<file path="src/rtl/timer2_params.svh">
// Register offsets, field positions, reset values and timing counts of the timer block
`ifndef TIMER2_PARAMS_SVH
`define TIMER2_PARAMS_SVH

`define CTRL_OFFSET       8'hc8
`define COUNT_LO_OFFSET   8'hcc
`define COUNT_HI_OFFSET   8'hd0
`define CAPT_LO_OFFSET    8'hd4
`define CAPT_HI_OFFSET    8'hd8
`define MODE_OFFSET       8'hdc

`define CTRL_RESET        8'h00
`define MODE_RESET        8'h00
`define COUNT_RESET       16'h0000

`define BIT_OVF_FLAG      7
`define BIT_EXT_FLAG      6
`define BIT_RX_SEL        5
`define BIT_TX_SEL        4
`define BIT_TRIG_EN       3
`define BIT_RUN           2
`define BIT_SRC_SEL       1
`define BIT_CAP_SEL       0
`define BIT_CLKOUT_EN     1
`define BIT_DOWN_EN       0

// Oscillator periods per machine cycle and per state time; one clk is one period
`define MACHINE_CYCLE_OSC 12
`define STATE_TIME_OSC    2

`endif

</file>
<file path="src/rtl/timer2_pkg.sv">
// Types shared by the timer block
package timer2_pkg;
  typedef enum logic [1:0] {
    MODE_OFF     = 2'b00,
    MODE_RELOAD  = 2'b01,
    MODE_CAPTURE = 2'b10,
    MODE_BAUD    = 2'b11
  } mode_t;
endpackage : timer2_pkg
</file>
<file path="src/rtl/edge_sampler.sv">
// Samples a pin once per strobe and flags a high-to-low change between samples
module edge_sampler (
  input  wire logic clk,
  input  wire logic srst,
  input  wire logic sample_strobe,
  input  wire logic pin,
  output logic      fall
);
  logic last_sample;

  always_ff @(posedge clk) begin
    if (srst) begin
      last_sample <= 1'b1;
      fall        <= 1'b0;
    end else begin
      fall <= sample_strobe & last_sample & ~pin;
      if (sample_strobe) begin
        last_sample <= pin;
      end
    end
  end
endmodule : edge_sampler

</file>
<file path="src/rtl/timer2_control_and_modes.sv">
// 16-bit timer/counter with control register, capture, reload and serial clock routing
`include "timer2_params.svh"

module timer2_control_and_modes
  import timer2_pkg::*;
#(
  parameter int ADDR_W = 8
) (
  input  wire logic              clk,
  input  wire logic              srst,
  input  wire logic [ADDR_W-1:0] avs_address,
  input  wire logic              avs_read,
  input  wire logic              avs_write,
  input  wire logic [31:0]       avs_writedata,
  input  wire logic [3:0]        avs_byteenable,
  output logic      [31:0]       avs_readdata,
  output logic                   avs_waitrequest,
  input  wire logic              count_pin_in,
  output logic                   count_pin_out,
  output logic                   count_pin_oe,
  input  wire logic              trigger_pin_in,
  input  wire logic              other_timer_ovf,
  input  wire logic [1:0]        serial_mode,
  input  wire logic              timer_int_en,
  output logic                   rx_bit_clock,
  output logic                   tx_bit_clock,
  output logic                   timer_irq
);
  localparam logic [3:0] MC_LAST = 4'(`MACHINE_CYCLE_OSC - 1);

  logic [7:0]  counter_control_reg;
  logic [7:0]  mode_reg;
  logic [15:0] count;
  logic [15:0] capture;
  logic [3:0]  presc;
  logic        ack;
  logic        clk_out_level;
  logic [7:0]  next_ctrl;
  logic [15:0] next_count;
  logic [15:0] next_capture;
  logic        roll;
  mode_t       mode;

  wire overflow_flag       = counter_control_reg[`BIT_OVF_FLAG];
  wire external_edge_flag  = counter_control_reg[`BIT_EXT_FLAG];
  wire rx_clock_source_sel = counter_control_reg[`BIT_RX_SEL];
  wire tx_clock_source_sel = counter_control_reg[`BIT_TX_SEL];
  wire external_trigger_en = counter_control_reg[`BIT_TRIG_EN];
  wire run_control         = counter_control_reg[`BIT_RUN];
  wire count_source_sel    = counter_control_reg[`BIT_SRC_SEL];
  wire capture_reload_sel  = counter_control_reg[`BIT_CAP_SEL];
  wire down_count_en       = mode_reg[`BIT_DOWN_EN];
  wire clock_out_en        = mode_reg[`BIT_CLKOUT_EN];
  wire baud                = rx_clock_source_sel | tx_clock_source_sel;

  // Bus decode; one wait cycle on every access
  wire req        = avs_read | avs_write;
  wire wr_fire    = avs_write & ack & avs_byteenable[0];
  wire sel_ctrl   = avs_address == `CTRL_OFFSET;
  wire sel_cnt_lo = avs_address == `COUNT_LO_OFFSET;
  wire sel_cnt_hi = avs_address == `COUNT_HI_OFFSET;
  wire sel_cap_lo = avs_address == `CAPT_LO_OFFSET;
  wire sel_cap_hi = avs_address == `CAPT_HI_OFFSET;
  wire sel_mode   = avs_address == `MODE_OFFSET;
  wire wr_ctrl    = wr_fire & sel_ctrl;
  wire wr_count   = wr_fire & (sel_cnt_lo | sel_cnt_hi);
  wire wr_capture = wr_fire & (sel_cap_lo | sel_cap_hi);
  wire [7:0] wdata = avs_writedata[7:0];
  wire [7:0] rd_mux = sel_ctrl   ? counter_control_reg :
                      sel_cnt_lo ? count[7:0] :
                      sel_cnt_hi ? count[15:8] :
                      sel_cap_lo ? capture[7:0] :
                      sel_cap_hi ? capture[15:8] :
                      sel_mode   ? mode_reg : 8'h00;

  assign avs_waitrequest = req & ~ack;

  // Prescaler: machine cycle and state time strobes
  wire mc_tick    = presc == MC_LAST;
  wire state_tick = presc[0];

  logic count_fall;
  logic trig_fall;

  edge_sampler u_count_edge (
    .clk           (clk),
    .srst          (srst),
    .sample_strobe (mc_tick),
    .pin           (count_pin_in),
    .fall          (count_fall)
  );

  edge_sampler u_trig_edge (
    .clk           (clk),
    .srst          (srst),
    .sample_strobe (mc_tick),
    .pin           (trigger_pin_in),
    .fall          (trig_fall)
  );

  // Fast rate in baud and clock-out use, as the serial divider expects
  wire fast_rate  = baud | clock_out_en;
  wire int_tick   = fast_rate ? state_tick : mc_tick;
  wire count_step = count_source_sel ? count_fall : int_tick;
  wire trig_edge  = trig_fall & external_trigger_en;
  wire count_down = down_count_en & ~trigger_pin_in;

  assign mode = !run_control        ? MODE_OFF :
                baud                ? MODE_BAUD :
                capture_reload_sel  ? MODE_CAPTURE : MODE_RELOAD;

  always_comb begin
    next_count   = count;
    next_capture = capture;
    roll         = 1'b0;
    case (mode)
      MODE_RELOAD: begin
        if (count_step) begin
          if (count_down) begin
            if (count == capture) begin
              next_count = 16'hffff;
              roll       = 1'b1;
            end else begin
              next_count = count - 16'h0001;
            end
          end else if (count == 16'hffff) begin
            next_count = capture;
            roll       = 1'b1;
          end else begin
            next_count = count + 16'h0001;
          end
        end
        // Trigger pin is the direction input when down counting is on
        if (trig_edge && !down_count_en) begin
          next_count = capture;
        end
      end
      MODE_CAPTURE: begin
        if (count_step) begin
          next_count = count + 16'h0001;
          roll       = count == 16'hffff;
        end
        if (trig_edge) begin
          next_capture = count;
        end
      end
      MODE_BAUD: begin
        // Trigger edges only flag here, never reload
        if (count_step) begin
          if (count == 16'hffff) begin
            next_count = capture;
            roll       = 1'b1;
          end else begin
            next_count = count + 16'h0001;
          end
        end
      end
      default: begin
        next_count = count;
      end
    endcase
    // Software writes to the count win over a step in the same cycle
    if (wr_fire && sel_cnt_lo) begin
      next_count[7:0] = wdata;
    end
    if (wr_fire && sel_cnt_hi) begin
      next_count[15:8] = wdata;
    end
    // A hardware capture wins over a software write
    if (wr_fire && sel_cap_lo && !(mode == MODE_CAPTURE && trig_edge)) begin
      next_capture[7:0] = wdata;
    end
    if (wr_fire && sel_cap_hi && !(mode == MODE_CAPTURE && trig_edge)) begin
      next_capture[15:8] = wdata;
    end
  end

  wire ovf_set = roll & ~baud;
  wire ext_set = trig_edge & (mode != MODE_OFF);

  // Set wins over a software clear in the same cycle
  always_comb begin
    next_ctrl = wr_ctrl ? wdata : counter_control_reg;
    if (ovf_set) begin
      next_ctrl[`BIT_OVF_FLAG] = 1'b1;
    end
    if (ext_set) begin
      next_ctrl[`BIT_EXT_FLAG] = 1'b1;
    end
  end

  wire serial_mode_odd = serial_mode[0]; // Modes 1 and 3
  wire next_rx_clk = serial_mode_odd & (rx_clock_source_sel ? roll : other_timer_ovf);
  wire next_tx_clk = serial_mode_odd & (tx_clock_source_sel ? roll : other_timer_ovf);
  wire next_irq    = timer_int_en &
                     (overflow_flag | (external_edge_flag & ~down_count_en));

  always_ff @(posedge clk) begin
    if (srst) begin
      counter_control_reg <= `CTRL_RESET;
      mode_reg            <= `MODE_RESET;
      count               <= `COUNT_RESET;
      capture             <= `COUNT_RESET;
      presc               <= 4'h0;
      ack                 <= 1'b0;
      avs_readdata        <= 32'h0000_0000;
      clk_out_level       <= 1'b0;
      rx_bit_clock        <= 1'b0;
      tx_bit_clock        <= 1'b0;
      timer_irq           <= 1'b0;
    end else begin
      counter_control_reg <= next_ctrl;
      mode_reg            <= (wr_fire && sel_mode) ? {6'h00, wdata[1:0]} : mode_reg;
      count               <= next_count;
      capture             <= next_capture;
      presc               <= mc_tick ? 4'h0 : presc + 4'h1;
      ack                 <= req & ~ack;
      avs_readdata        <= (avs_read && !ack) ? {24'h000000, rd_mux} : avs_readdata;
      clk_out_level       <= (clock_out_en && roll) ? ~clk_out_level : clk_out_level;
      rx_bit_clock        <= next_rx_clk;
      tx_bit_clock        <= next_tx_clk;
      timer_irq           <= next_irq;
    end
  end

  // Clock out drives the pin only when enabled and the count source is internal; count input otherwise
  assign count_pin_out = clk_out_level;
  assign count_pin_oe  = clock_out_en & ~count_source_sel;
endmodule : timer2_control_and_modes

</file>
<file path="config.mk">
export PLATFORM = sky130hd
export DESIGN_NAME = timer2_control_and_modes
export DESIGN_NICKNAME = d
export VERILOG_FILES = /design/src/rtl/timer2_pkg.sv /design/src/rtl/edge_sampler.sv /design/src/rtl/timer2_control_and_modes.sv
export VERILOG_INCLUDE_DIRS = /design/src /design/src/rtl
export SDC_FILE = /design/constraint.sdc
export NUM_CORES = 1
export LEC_CHECK = 0
export CORE_MARGIN = 3
export CORE_UTILIZATION = 36
export DETAILED_ROUTE_END_ITERATION = 10
export DONT_BUFFER_PORTS = 1
export PLACE_DENSITY = 0.57
export SLEW_MARGIN = 30
export SYNTH_ARGS = -nofsm -noshare
export SYNTH_HDL_FRONTEND = slang
export SYNTH_SLANG_ARGS = --single-unit
</file>
<file path="constraint.sdc">
create_clock -name clk -period 2.9 [get_ports clk]
set_clock_uncertainty 0.15 [all_clocks]
set_input_delay 0.58 -clock clk [delete_from_list [all_inputs] [get_ports clk]]
set_output_delay 0.58 -clock clk [all_outputs]
set_load 0.01 [all_outputs]
</file>
==> flow_metrics.env, run 1 <==
export IMPL_vias_per_cell=6.10
export IMPL_dpl_cell_area_mm2=0.00508
export IMPL_critPathMaxStageDelay_ns=0.55
export IMPL_hp_class="input pin to register"
export IMPL_dpl_hpwl_um=12800
export IMPL_ys_types=69
export IMPL_power_mw=2.05
export IMPL_cp_max_fo=8
export IMPL_postRouteAntennaNets=0
export IMPL_post_cts_buffers=0
export IMPL_irDropWorstVdd_mv=0.326
export IMPL_cts_buffers_inserted=9
export IMPL_h_tree_depth=3
export IMPL_slew_headroom_pct=56.2
export IMPL_status="finished clean"
export IMPL_core_area_mm2=0.0129
export IMPL_globalRouteTotalUtil_pct=24.5
export IMPL_fin_area_mm2=0.00537
export IMPL_ys_warnings_count=0
export IMPL_cts_tree="built"
export IMPL_syn_cell_area_mm2=0.00483
export IMPL_first_pass_iters=8
export IMPL_portBuffers=0
export IMPL_slowest_stage="a2111oi_0"
export IMPL_synth_area_leaders="dfxtp_1 26%, nor2_1 6.8%, mux2i_1 6.6%"
export IMPL_rsz0062_at_grt="false"
export IMPL_reg_largest_list="capture: 16 flops, count: 16 flops"
export IMPL_syn2layout_area_growth_pct=11.1
export IMPL_grt_pass1_wl_um=27600
export IMPL_clk_latency_ns=0.35
export IMPL_setup_violations=0
export IMPL_worstMarginPinSlew_ns=0.655
export IMPL_reg2regPathDepth=7
export IMPL_ys_ff_latch=63
export IMPL_pwr_density_cell_mw_per_mm2=382
export IMPL_min_path_cells=1
export IMPL_synthCells=616
export IMPL_r2r_slack_ns=0.29
export IMPL_grt_max_degree=64
export IMPL_final_layout_size_suffix_gt1_share_pct=12.9
export IMPL_ctsResizeCount=0
export IMPL_seq_area_mm2=0.00126
export IMPL_pin_count=92
export IMPL_drc=0
export IMPL_synth_top_cell_by_area="dfxtp_1"
export IMPL_min_from="trigger_pin_in"
export IMPL_fillers=1336
export IMPL_syn_area_per_cell_um2=7.85
export IMPL_synth_top_cell_area_share_pct=26.1
export IMPL_drv_slew=0
export IMPL_max_freq_ghz=0.383
export IMPL_rr_startpoint="presc[0]"
export IMPL_clkSlewWorstSetupHoldPaths_ns=0.06
export IMPL_tns_ns=0
export IMPL_start_util_pct=37.5
export IMPL_synth_enable_flop_cells=0
export IMPL_required_ns=2.95
export IMPL_antennaDiodeCount=0
export IMPL_cts_hold_buf=0
export IMPL_dieArea_mm2=0.0149
export IMPL_critPathArrivalTime_ns=2.67
export IMPL_drt_wl_total_um=17500
export IMPL_clockBufferDepth=2
export IMPL_async_reset_ff_share_pct=0
export IMPL_drv_cap=0
export IMPL_wl_per_cell_um=21.9
export IMPL_nNetsFinal=679
export IMPL_rows=41
export IMPL_min_period_ns=2.61
export IMPL_setup_ws_ns=0.288
export IMPL_worst_setup_path_end_kind="register"
export IMPL_antenna_found_initial=0
export IMPL_path_delay_family="compound AO/OA/AOI/OAI gates"
export IMPL_crit_type="register to register"
export IMPL_fp_dieH_um=122
export IMPL_finalCritPeriodShare_pct=90.1
export IMPL_die_w_um=122
export IMPL_final_core_util_pct=41.7
export IMPL_min_to="u_trig_edge.fall"
export IMPL_grt_overflow=0
export IMPL_multi_input_area_mm2=0.00324
export IMPL_gp_congestion=0.987
export IMPL_cts_sinks=63
export IMPL_dp_worst_setup_slack_ns=0.284
export IMPL_path_buf_inv=0
export IMPL_grt_pass1_vias=4691
export IMPL_first_iter_violations=455
export IMPL_crit_chain="ha_1, nand3b_1, o32ai_2, a31o_4, nand2_2, a2111oi_0, a2111oi_2"
export IMPL_synth_seq_area_share_pct=26.1
export IMPL_vias=4874
export IMPL_synth_ff_type="dfxtp_1"
export IMPL_start_kind="register"
export IMPL_r2r_end="count[6]"
export IMPL_finalHoldViolCount=0
export IMPL_p_leak_nw=2.21
export IMPL_clock_tree_root_cell="clkbuf_16"
[per-stage QoR]
stage / hold slack [ns] / cells
floorplan: 0.280 / 639
global placement: 0.289 / 783
detailed placement: 0.301 / 783
CTS: 0.144 / 799
global route: 0.144 / 799
finish: 0.150 / 799
[cell usage in the layout, fill, tap and decap left out, types with 8 or more instances in the layout]
| cell | count |
|---|---|
| a211oi_1 | 28 |
| and3_1 | 9 |
| nor4_1 | 8 |
| a31oi_1 | 12 |
| xnor2_1 | 14 |
| nand2_1 | 37 |
| nand3_1 | 18 |
| a21oi_1 | 39 |
| mux2i_1 | 32 |
| buf_4 | 45 |
| nor3_1 | 22 |
| dfxtp_1 | 63 |
| xor2_1 | 28 |
| conb_1 | 24 |
| o21ai_0 | 9 |
| nor2_1 | 87 |
| clkbuf_16 | 9 |
[cells by family after synthesis]
logic type	share of synthesized area (%)
adder cells (fa/ha/maj)	0.777
AND/OR/NAND/NOR	25.7
XOR/XNOR	7.61
other	0.0776
AO/OA/AOI/OAI	23.3
flip-flops	26.1
buffers and inverters	8.67
multiplexers	7.79
[area by class of cell]
| class | count | area share, % |
|---|---|---|
| multi-input combinational | 496 | 60.3 |
| clock buffer | 12 | 4.40 |
| timing repair buffer | 45 | 6.29 |
| clock inverter | 4 | 1.02 |
| inverter | 7 | 0.489 |
| tap | 172 | 4.01 |
| sequential | 63 | 23.5 |
[cell usage after synthesis (5+ instances only)]
| cell | n |
|---|---|
| xor2_1 | 28 |
| nand2_1 | 37 |
| a22o_1 | 7 |
| clkbuf_1 | 33 |
| nand3b_1 | 7 |
| a21oi_1 | 39 |
| buf_4 | 24 |
| nor4_1 | 8 |
| a211oi_1 | 28 |
| xnor2_1 | 14 |
| nor2b_1 | 6 |
| a222oi_1 | 6 |
| mux2i_1 | 32 |
| buf_2 | 11 |
| nand2b_1 | 5 |
| inv_1 | 7 |
| a211o_1 | 7 |
| a31oi_1 | 12 |
| nand4_1 | 7 |
| nor3_1 | 22 |
| or3_1 | 7 |
| nor2_1 | 87 |
| and3_1 | 9 |
| mux2_2 | 5 |
| o21ai_0 | 9 |
| nand3_1 | 18 |
| a2111oi_0 | 5 |
| dfxtp_1 | 63 |
[power by group]
| group | switching (mW) | leakage [nW] | internal (mW) |
|---|---|---|---|
| Clock | 0.430 | 0.137 | 0.670 |
| Combinational | 0.0372 | 1.56 | 0.0243 |
| Sequential | 0.0122 | 0.510 | 0.878 |
| Total | 0.479 | 2.21 | 1.57 |
[routing by layer]
| layer | share of wire (%) | up-vias | track usage, % |
|---|---|---|---|
| li1 | - | 2234 | - |
| met1 | 41 | 2343 | 31.7 |
| met2 | 46 | 247 | 39.3 |
| met3 | 9.4 | 50 | 4.92 |
| met4 | 3.7 | 0 | 11.5 |
| met5 | 0 | - | 0 |
[worst max-delay path by stage]
stage | from | end | slack (ns) | depth (start not counted)
final | presc[0] | count[6] | 0.29 | 7
after global routing | presc[0] | count[12] | 0.06 | 8
after CTS | presc[0] | count[6] | 0.27 | 7
after detailed placement | presc[0] | count[6] | 0.28 | 7
after global placement | presc[0] | count[6] | 0.37 | 7
after floorplan | avs_address[3] | count[1] | 0.59 | 8
Note: power is estimated with default switching activity, not from simulation.
==> run 2: changes to the inputs <==
==> constraint.sdc (replaced) <==
create_clock -name clk -period 2.9 [get_ports clk]
set_clock_uncertainty 0.15 [all_clocks]
set_input_delay 0.435 -clock clk [delete_from_list [all_inputs] [get_ports clk]]
set_output_delay 0.435 -clock clk [all_outputs]
set_load 0.01 [all_outputs]
==> run 2 against run 1 <==
Compared with the run above: clock power rose by 16%; cell count grew 0.50%; global-route usage is 0.12 points lower; sequential cell count did not move; combinational power grew 20%; critical path type unchanged; largest cell class unchanged; highest routed layer unchanged.
==> flow_metrics.env, run 2 (same netlist as run 1, synthesis figures left out) <==
export IMPL_pin_count=92
export IMPL_setup_violations=0
export IMPL_combPwrFrac_pct=3.3
export IMPL_met2WireLength_um=7790
export IMPL_grt_overflow=0
export IMPL_max_freq_ghz=0.381
export IMPL_clkSlewWorstSetupHoldPaths_ns=0.06
export IMPL_worst_setup_path_end_kind="register"
export IMPL_nNetsFinal=684
export IMPL_slew_headroom_pct=54.6
export IMPL_slowest_stage="a2111oi_0"
export IMPL_cts_buffers_inserted=9
export IMPL_cp_max_fo=15
export IMPL_grt_pass1_wl_um=27500
export IMPL_start_util_pct=37.5
export IMPL_mostFrequentLayoutCell="nor2_1"
export IMPL_p_int_mw=1.77
export IMPL_finalCritPeriodShare_pct=90.6
export IMPL_rsz0062_at_grt="false"
export IMPL_path_delay_family="compound AO/OA/AOI/OAI gates"
export IMPL_fillers=1307
export IMPL_irDropWorstVdd_mv=0.390
export IMPL_postRouteAntennaNets=0
export IMPL_r2r_end="count[6]"
export IMPL_die_w_um=122
export IMPL_p_leak_nw=2.25
export IMPL_drc=0
export IMPL_reg2regPathDepth=7
export IMPL_fin_area_mm2=0.00548
export IMPL_crit_start="presc[0]"
export IMPL_post_cts_buffers=0
export IMPL_critPathArrivalTime_ns=2.68
export IMPL_dieArea_mm2=0.0149
export IMPL_top_layer="met4"
export IMPL_cts_tree="built"
export IMPL_crit_chain="ha_1, nand3b_1, o32ai_2, a31o_4, nand2_2, a2111oi_0, a2111oi_2"
export IMPL_met3_length_um=1910
export IMPL_status="finished clean"
export IMPL_drv_cap=0
export IMPL_first_iter_violations=486
export IMPL_min_path_cells=1
export IMPL_critPathMaxStageDelay_ns=0.54
export IMPL_portBuffers=0
export IMPL_r2r_slack_ns=0.27
export IMPL_gp_congestion=0.984
export IMPL_fp_dieH_um=122
export IMPL_drt_wl_total_um=17600
export IMPL_vias_per_cell=6.13
export IMPL_rows=41
export IMPL_p_sw_uw=475
export IMPL_dpl_hpwl_um=12500
export IMPL_pwr_share_clk_pct=57.0
export IMPL_whs_ns=0.0217
export IMPL_vias=4919
export IMPL_start_kind="register"
export IMPL_dp_cells=781
export IMPL_required_ns=2.95
export IMPL_core_area_mm2=0.0129
export IMPL_rr_startpoint="presc[0]"
export IMPL_grt_pass1_vias=4702
export IMPL_reg_largest_list="capture: 16 flops, count: 16 flops"
export IMPL_mostFrequentLayoutCells="87 x nor2_1, 63 x dfxtp_1, 43 x buf_4"
export IMPL_grt_max_degree=62
export IMPL_antenna_found_initial=0
export IMPL_clockBufferDepth=2
export IMPL_syn2layout_area_growth_pct=13.4
export IMPL_wl_per_cell_um=21.9
export IMPL_h_tree_depth=3
export IMPL_final_layout_size_suffix_gt1_share_pct=12.8
export IMPL_clk_latency_ns=0.35
export IMPL_min_from="srst"
export IMPL_antennaDiodeCount=0
export IMPL_p_sw_share_pct=21.2
export IMPL_clock_tree_root_cell="clkbuf_16"
export IMPL_path_buf_inv=0
export IMPL_dpl_cell_area_mm2=0.00506
export IMPL_finalHoldViolCount=0
export IMPL_globalRouteTotalUtil_pct=24.4
export IMPL_hp_class="input pin to register"
export IMPL_tns_ns=0
export IMPL_min_to="presc[1]"
export IMPL_wl_met1_um=7180
export IMPL_pwr_density_cell_mw_per_mm2=409
export IMPL_crit_type="register to register"
export IMPL_seqPwrFrac_pct=39.7
export IMPL_min_period_ns=2.63
export IMPL_worstMarginPinSlew_ns=0.679
export IMPL_drv_slew=0
export IMPL_first_pass_iters=5
export IMPL_final_cell_count_no_fill=803
export IMPL_cts_sinks=63
run 2: cell count changes in the layout (fill, tap and decap cells not counted):
| cell | before | now |
|---|---|---|
| bufinv_16 | 1 | 3 |
| clkbuf_1 | 3 | 0 |
| clkbuf_8 | 0 | 1 |
| buf_4 | 45 | 43 |
| inv_6 | 1 | 0 |
| dlygate4sd3_1 | 0 | 7 |
run 2: worst max-delay path by stage:
stage	slack, ns	cells past startpoint	endpoint
after floorplan	0.63	7	count[12]
after global placement	0.37	7	count[6]
after detailed placement	0.30	7	count[6]
after CTS	0.31	7	count[6]
after global routing	0.05	7	count[3]
final	0.27	7	count[6]
run 2: layout make-up:
type / count / area, um2 / share of cell area [%]
Sequential cell: 63 / 1260 / 23.0
Inverter: 7 / 26.3 / 0.479
Multi-Input combinational cell: 496 / 3240 / 59.1
Clock inverter: 5 / 106 / 1.94
Timing Repair Buffer: 50 / 393 / 7.17
Tap cell: 172 / 215 / 3.93
Clock buffer: 10 / 239 / 4.36
run 2: routing by layer:
metal | vias up | track usage, %
met5 | - | 0
met4 | 0 | 11.1
met3 | 53 | 8.08
met2 | 278 | 36.4
met1 | 2338 | 32.0
li1 | 2250 | -
run 2: power by group through the flow:
stage	combinational (mW)	clock, mW	sequential, mW
after global placement	0.0588	0	0.909
after global routing	0.0835	1.34	0.892
after floorplan	0.0942	0	0.906
after detailed placement	0.0603	0	0.909
after CTS	0.0635	1.30	0.890
final	0.0741	1.28	0.890
run 2: repair_timing:
item | in CTS | in global routing
resized for setup | 0 | 0
setup endpoints to repair | 0 | 0
hold buffers | 2 | 5
endpoints found under the hold margin | 4 | 7
run 2: per-stage QoR:
step | worst slack [ns] | utilization, % | total power, mW
detailed placement | 0.299 | 39.3 | 0.969
global route | 0.0534 | 42.6 | 2.32
CTS | 0.308 | 42.2 | 2.25
global placement | 0.366 | 39.3 | 0.967
floorplan | 0.632 | - | 1.00
finish | 0.273 | 42.6 | 2.24
==> run 3: changes to the inputs <==
==> constraint.sdc (replaced) <==
create_clock -name clk -period 3.4 [get_ports clk]
set_clock_uncertainty 0.15 [all_clocks]
set_input_delay 0.51 -clock clk [delete_from_list [all_inputs] [get_ports clk]]
set_output_delay 0.51 -clock clk [all_outputs]
set_load 0.01 [all_outputs]
==> run 3 against run 2 <==
Compared with the run above: sequential share of layout area is 1.3 points higher; critical endpoint is now count[0]; largest power group unchanged; sequential power is 15% lower; first-iteration DRC count is 7.2% higher; largest cell class unchanged; routed wire length is 3.5% lower; highest routed layer unchanged; setup slack better by 0.19 ns; power is 24% lower; combinational power is 32% lower; hold slack better by 0.051 ns; clock power is 30% lower.
==> flow_metrics.env, run 3 (same netlist as run 1, synthesis figures left out) <==
export IMPL_rows=41
export IMPL_grt_max_degree=64
export IMPL_final_layout_size_suffix_gt1_share_pct=9.78
export IMPL_fp_dieH_um=122
export IMPL_worstMarginPinSlew_ns=0.781
export IMPL_first_pass_iters=8
export IMPL_first_iter_violations=521
export IMPL_fillers=1350
export IMPL_min_to="count[6]"
export IMPL_p_leak_nw=2.08
export IMPL_grt_pass1_vias=4547
export IMPL_irDropWorstVdd_mv=0.215
export IMPL_ctsResizeCount=0
export IMPL_final_cell_count_no_fill=775
export IMPL_dieArea_mm2=0.0149
export IMPL_antenna_found_initial=0
export IMPL_portBuffers=0
export IMPL_setup_violations=0
export IMPL_mostFrequentLayoutCell="nor2_1"
export IMPL_post_cts_buffers=0
export IMPL_worst_setup_path_end_kind="register"
export IMPL_antennaDiodeCount=0
export IMPL_min_from="srst"
export IMPL_drt_wl_total_um=16900
export IMPL_wl_per_cell_um=21.8
export IMPL_gp_congestion=0.964
export IMPL_pwr_density_cell_mw_per_mm2=328
export IMPL_core_area_mm2=0.0129
export IMPL_finalCritPeriodShare_pct=86.3
export IMPL_rr_startpoint="count[7]"
export IMPL_slew_headroom_pct=47.5
export IMPL_r2r_slack_ns=0.46
export IMPL_nNetsFinal=655
export IMPL_cts_sinks=63
export IMPL_postRouteAntennaNets=0
export IMPL_vias_per_cell=6.20
export IMPL_start_util_pct=37.5
export IMPL_critPathArrivalTime_ns=3.02
export IMPL_start_kind="register"
export IMPL_crit_top_cell="buf_4"
export IMPL_drv_slew=0
export IMPL_tns_ns=0
export IMPL_cp_max_fo=12
export IMPL_pin_count=92
export IMPL_clk_latency_ns=0.35
export IMPL_critPathMaxStageDelay_ns=0.66
export IMPL_mostFrequentLayoutCells="87 x nor2_1, 63 x dfxtp_1, 39 x a21oi_1"
export IMPL_reg_largest_list="capture: 16 flops, count: 16 flops"
export IMPL_clockBufferDepth=2
export IMPL_clock_tree_root_cell="clkbuf_16"
export IMPL_cts_buffers_inserted=9
export IMPL_required_ns=3.49
export IMPL_finalHoldViolCount=0
export IMPL_hp_class="input pin to register"
export IMPL_syn2layout_area_growth_pct=7.30
export IMPL_cts_tree="built"
export IMPL_reg2regPathDepth=8
export IMPL_grt_pass1_wl_um=26100
export IMPL_fin_area_mm2=0.00519
export IMPL_grt_overflow=0
export IMPL_clkSlewWorstSetupHoldPaths_ns=0.06
export IMPL_h_tree_depth=3
export IMPL_crit_type="register to register"
export IMPL_dpl_hpwl_um=11900
export IMPL_dp_cells=759
export IMPL_crit_chain="buf_4, xor2_1, nor4_1, nand4_1, buf_4, a31oi_1, o21ai_0, a2111oi_2"
export IMPL_min_period_ns=2.94
export IMPL_max_freq_ghz=0.341
export IMPL_die_w_um=122
export IMPL_globalRouteTotalUtil_pct=23.1
export IMPL_dpl_cell_area_mm2=0.00490
export IMPL_drv_cap=0
export IMPL_drc=0
export IMPL_status="finished clean"
export IMPL_vias=4806
export IMPL_cts_hold_buf=0
export IMPL_min_path_cells=1
export IMPL_rsz0062_at_grt="false"
export IMPL_slowest_stage="dfxtp_1"
export IMPL_r2r_end="count[0]"
run 3: cell types whose count changed in the layout (fill, tap and decap cells not counted):
cell / change
clkbuf_8: +1
clkinv_2: +1
clkbuf_1: +1
dlygate4sd3_1: -7
bufinv_16: -3
buf_4: -22
clkinv_4: +1
run 3: critical path: cells and delay by family (launching register included):
kind | cells | cell delay, ns
XOR/XNOR | 1 | 0.07
buffers and inverters | 2 | 0.56
AO/OA/AOI/OAI | 3 | 0.62
AND/OR/NAND/NOR | 2 | 0.76
flip-flops | 1 | 0.66
run 3: worst max path at each step:
stage,startpoint,endpoint,slack (ns),depth (start not counted)
global placement,presc[0],count[12],0.63,7
CTS,presc[0],count[12],0.55,7
floorplan,presc[0],count[12],1.13,7
detailed placement,presc[0],count[12],0.54,7
global route,count[7],count[0],0.37,8
finish,count[7],count[0],0.46,8
run 3: through the flow:
stage               hold slack, ns  util, %  power (mW)  worst slack, ns
floorplan                    0.280        -       0.853             1.13
global placement             0.289     38.1       0.823            0.625
detailed placement           0.298     38.1       0.825            0.536
CTS                         0.0712     40.3        1.72            0.552
global route                0.0612     40.3        1.77            0.372
finish                      0.0728     40.3        1.70            0.465
run 3: area by class of cell:
cell class / instances / area [um2] / area share, %
multi-input cells: 496 / 3240 / 62.5
flip-flops and latches: 63 / 1260 / 24.3
clock buffers: 12 / 256 / 4.95
well taps: 172 / 215 / 4.15
repair buffers: 21 / 158 / 3.04
clock inverters: 4 / 30.0 / 0.579
inverters: 7 / 26.3 / 0.507
run 3: routing by layer:
layer	vias to the layer above	routed length, um	GRT usage [%]
met5	-	0	0
met4	0	718	11.0
met3	52	1750	5.99
met2	260	7560	35.8
met1	2304	6900	29.9
li1	2190	-	-
run 3: where the power goes:
part           switching [mW]  internal (mW)  leakage [nW]
clock network           0.360          0.534         0.139
logic                  0.0310         0.0191          1.44
registers              0.0103          0.749         0.510
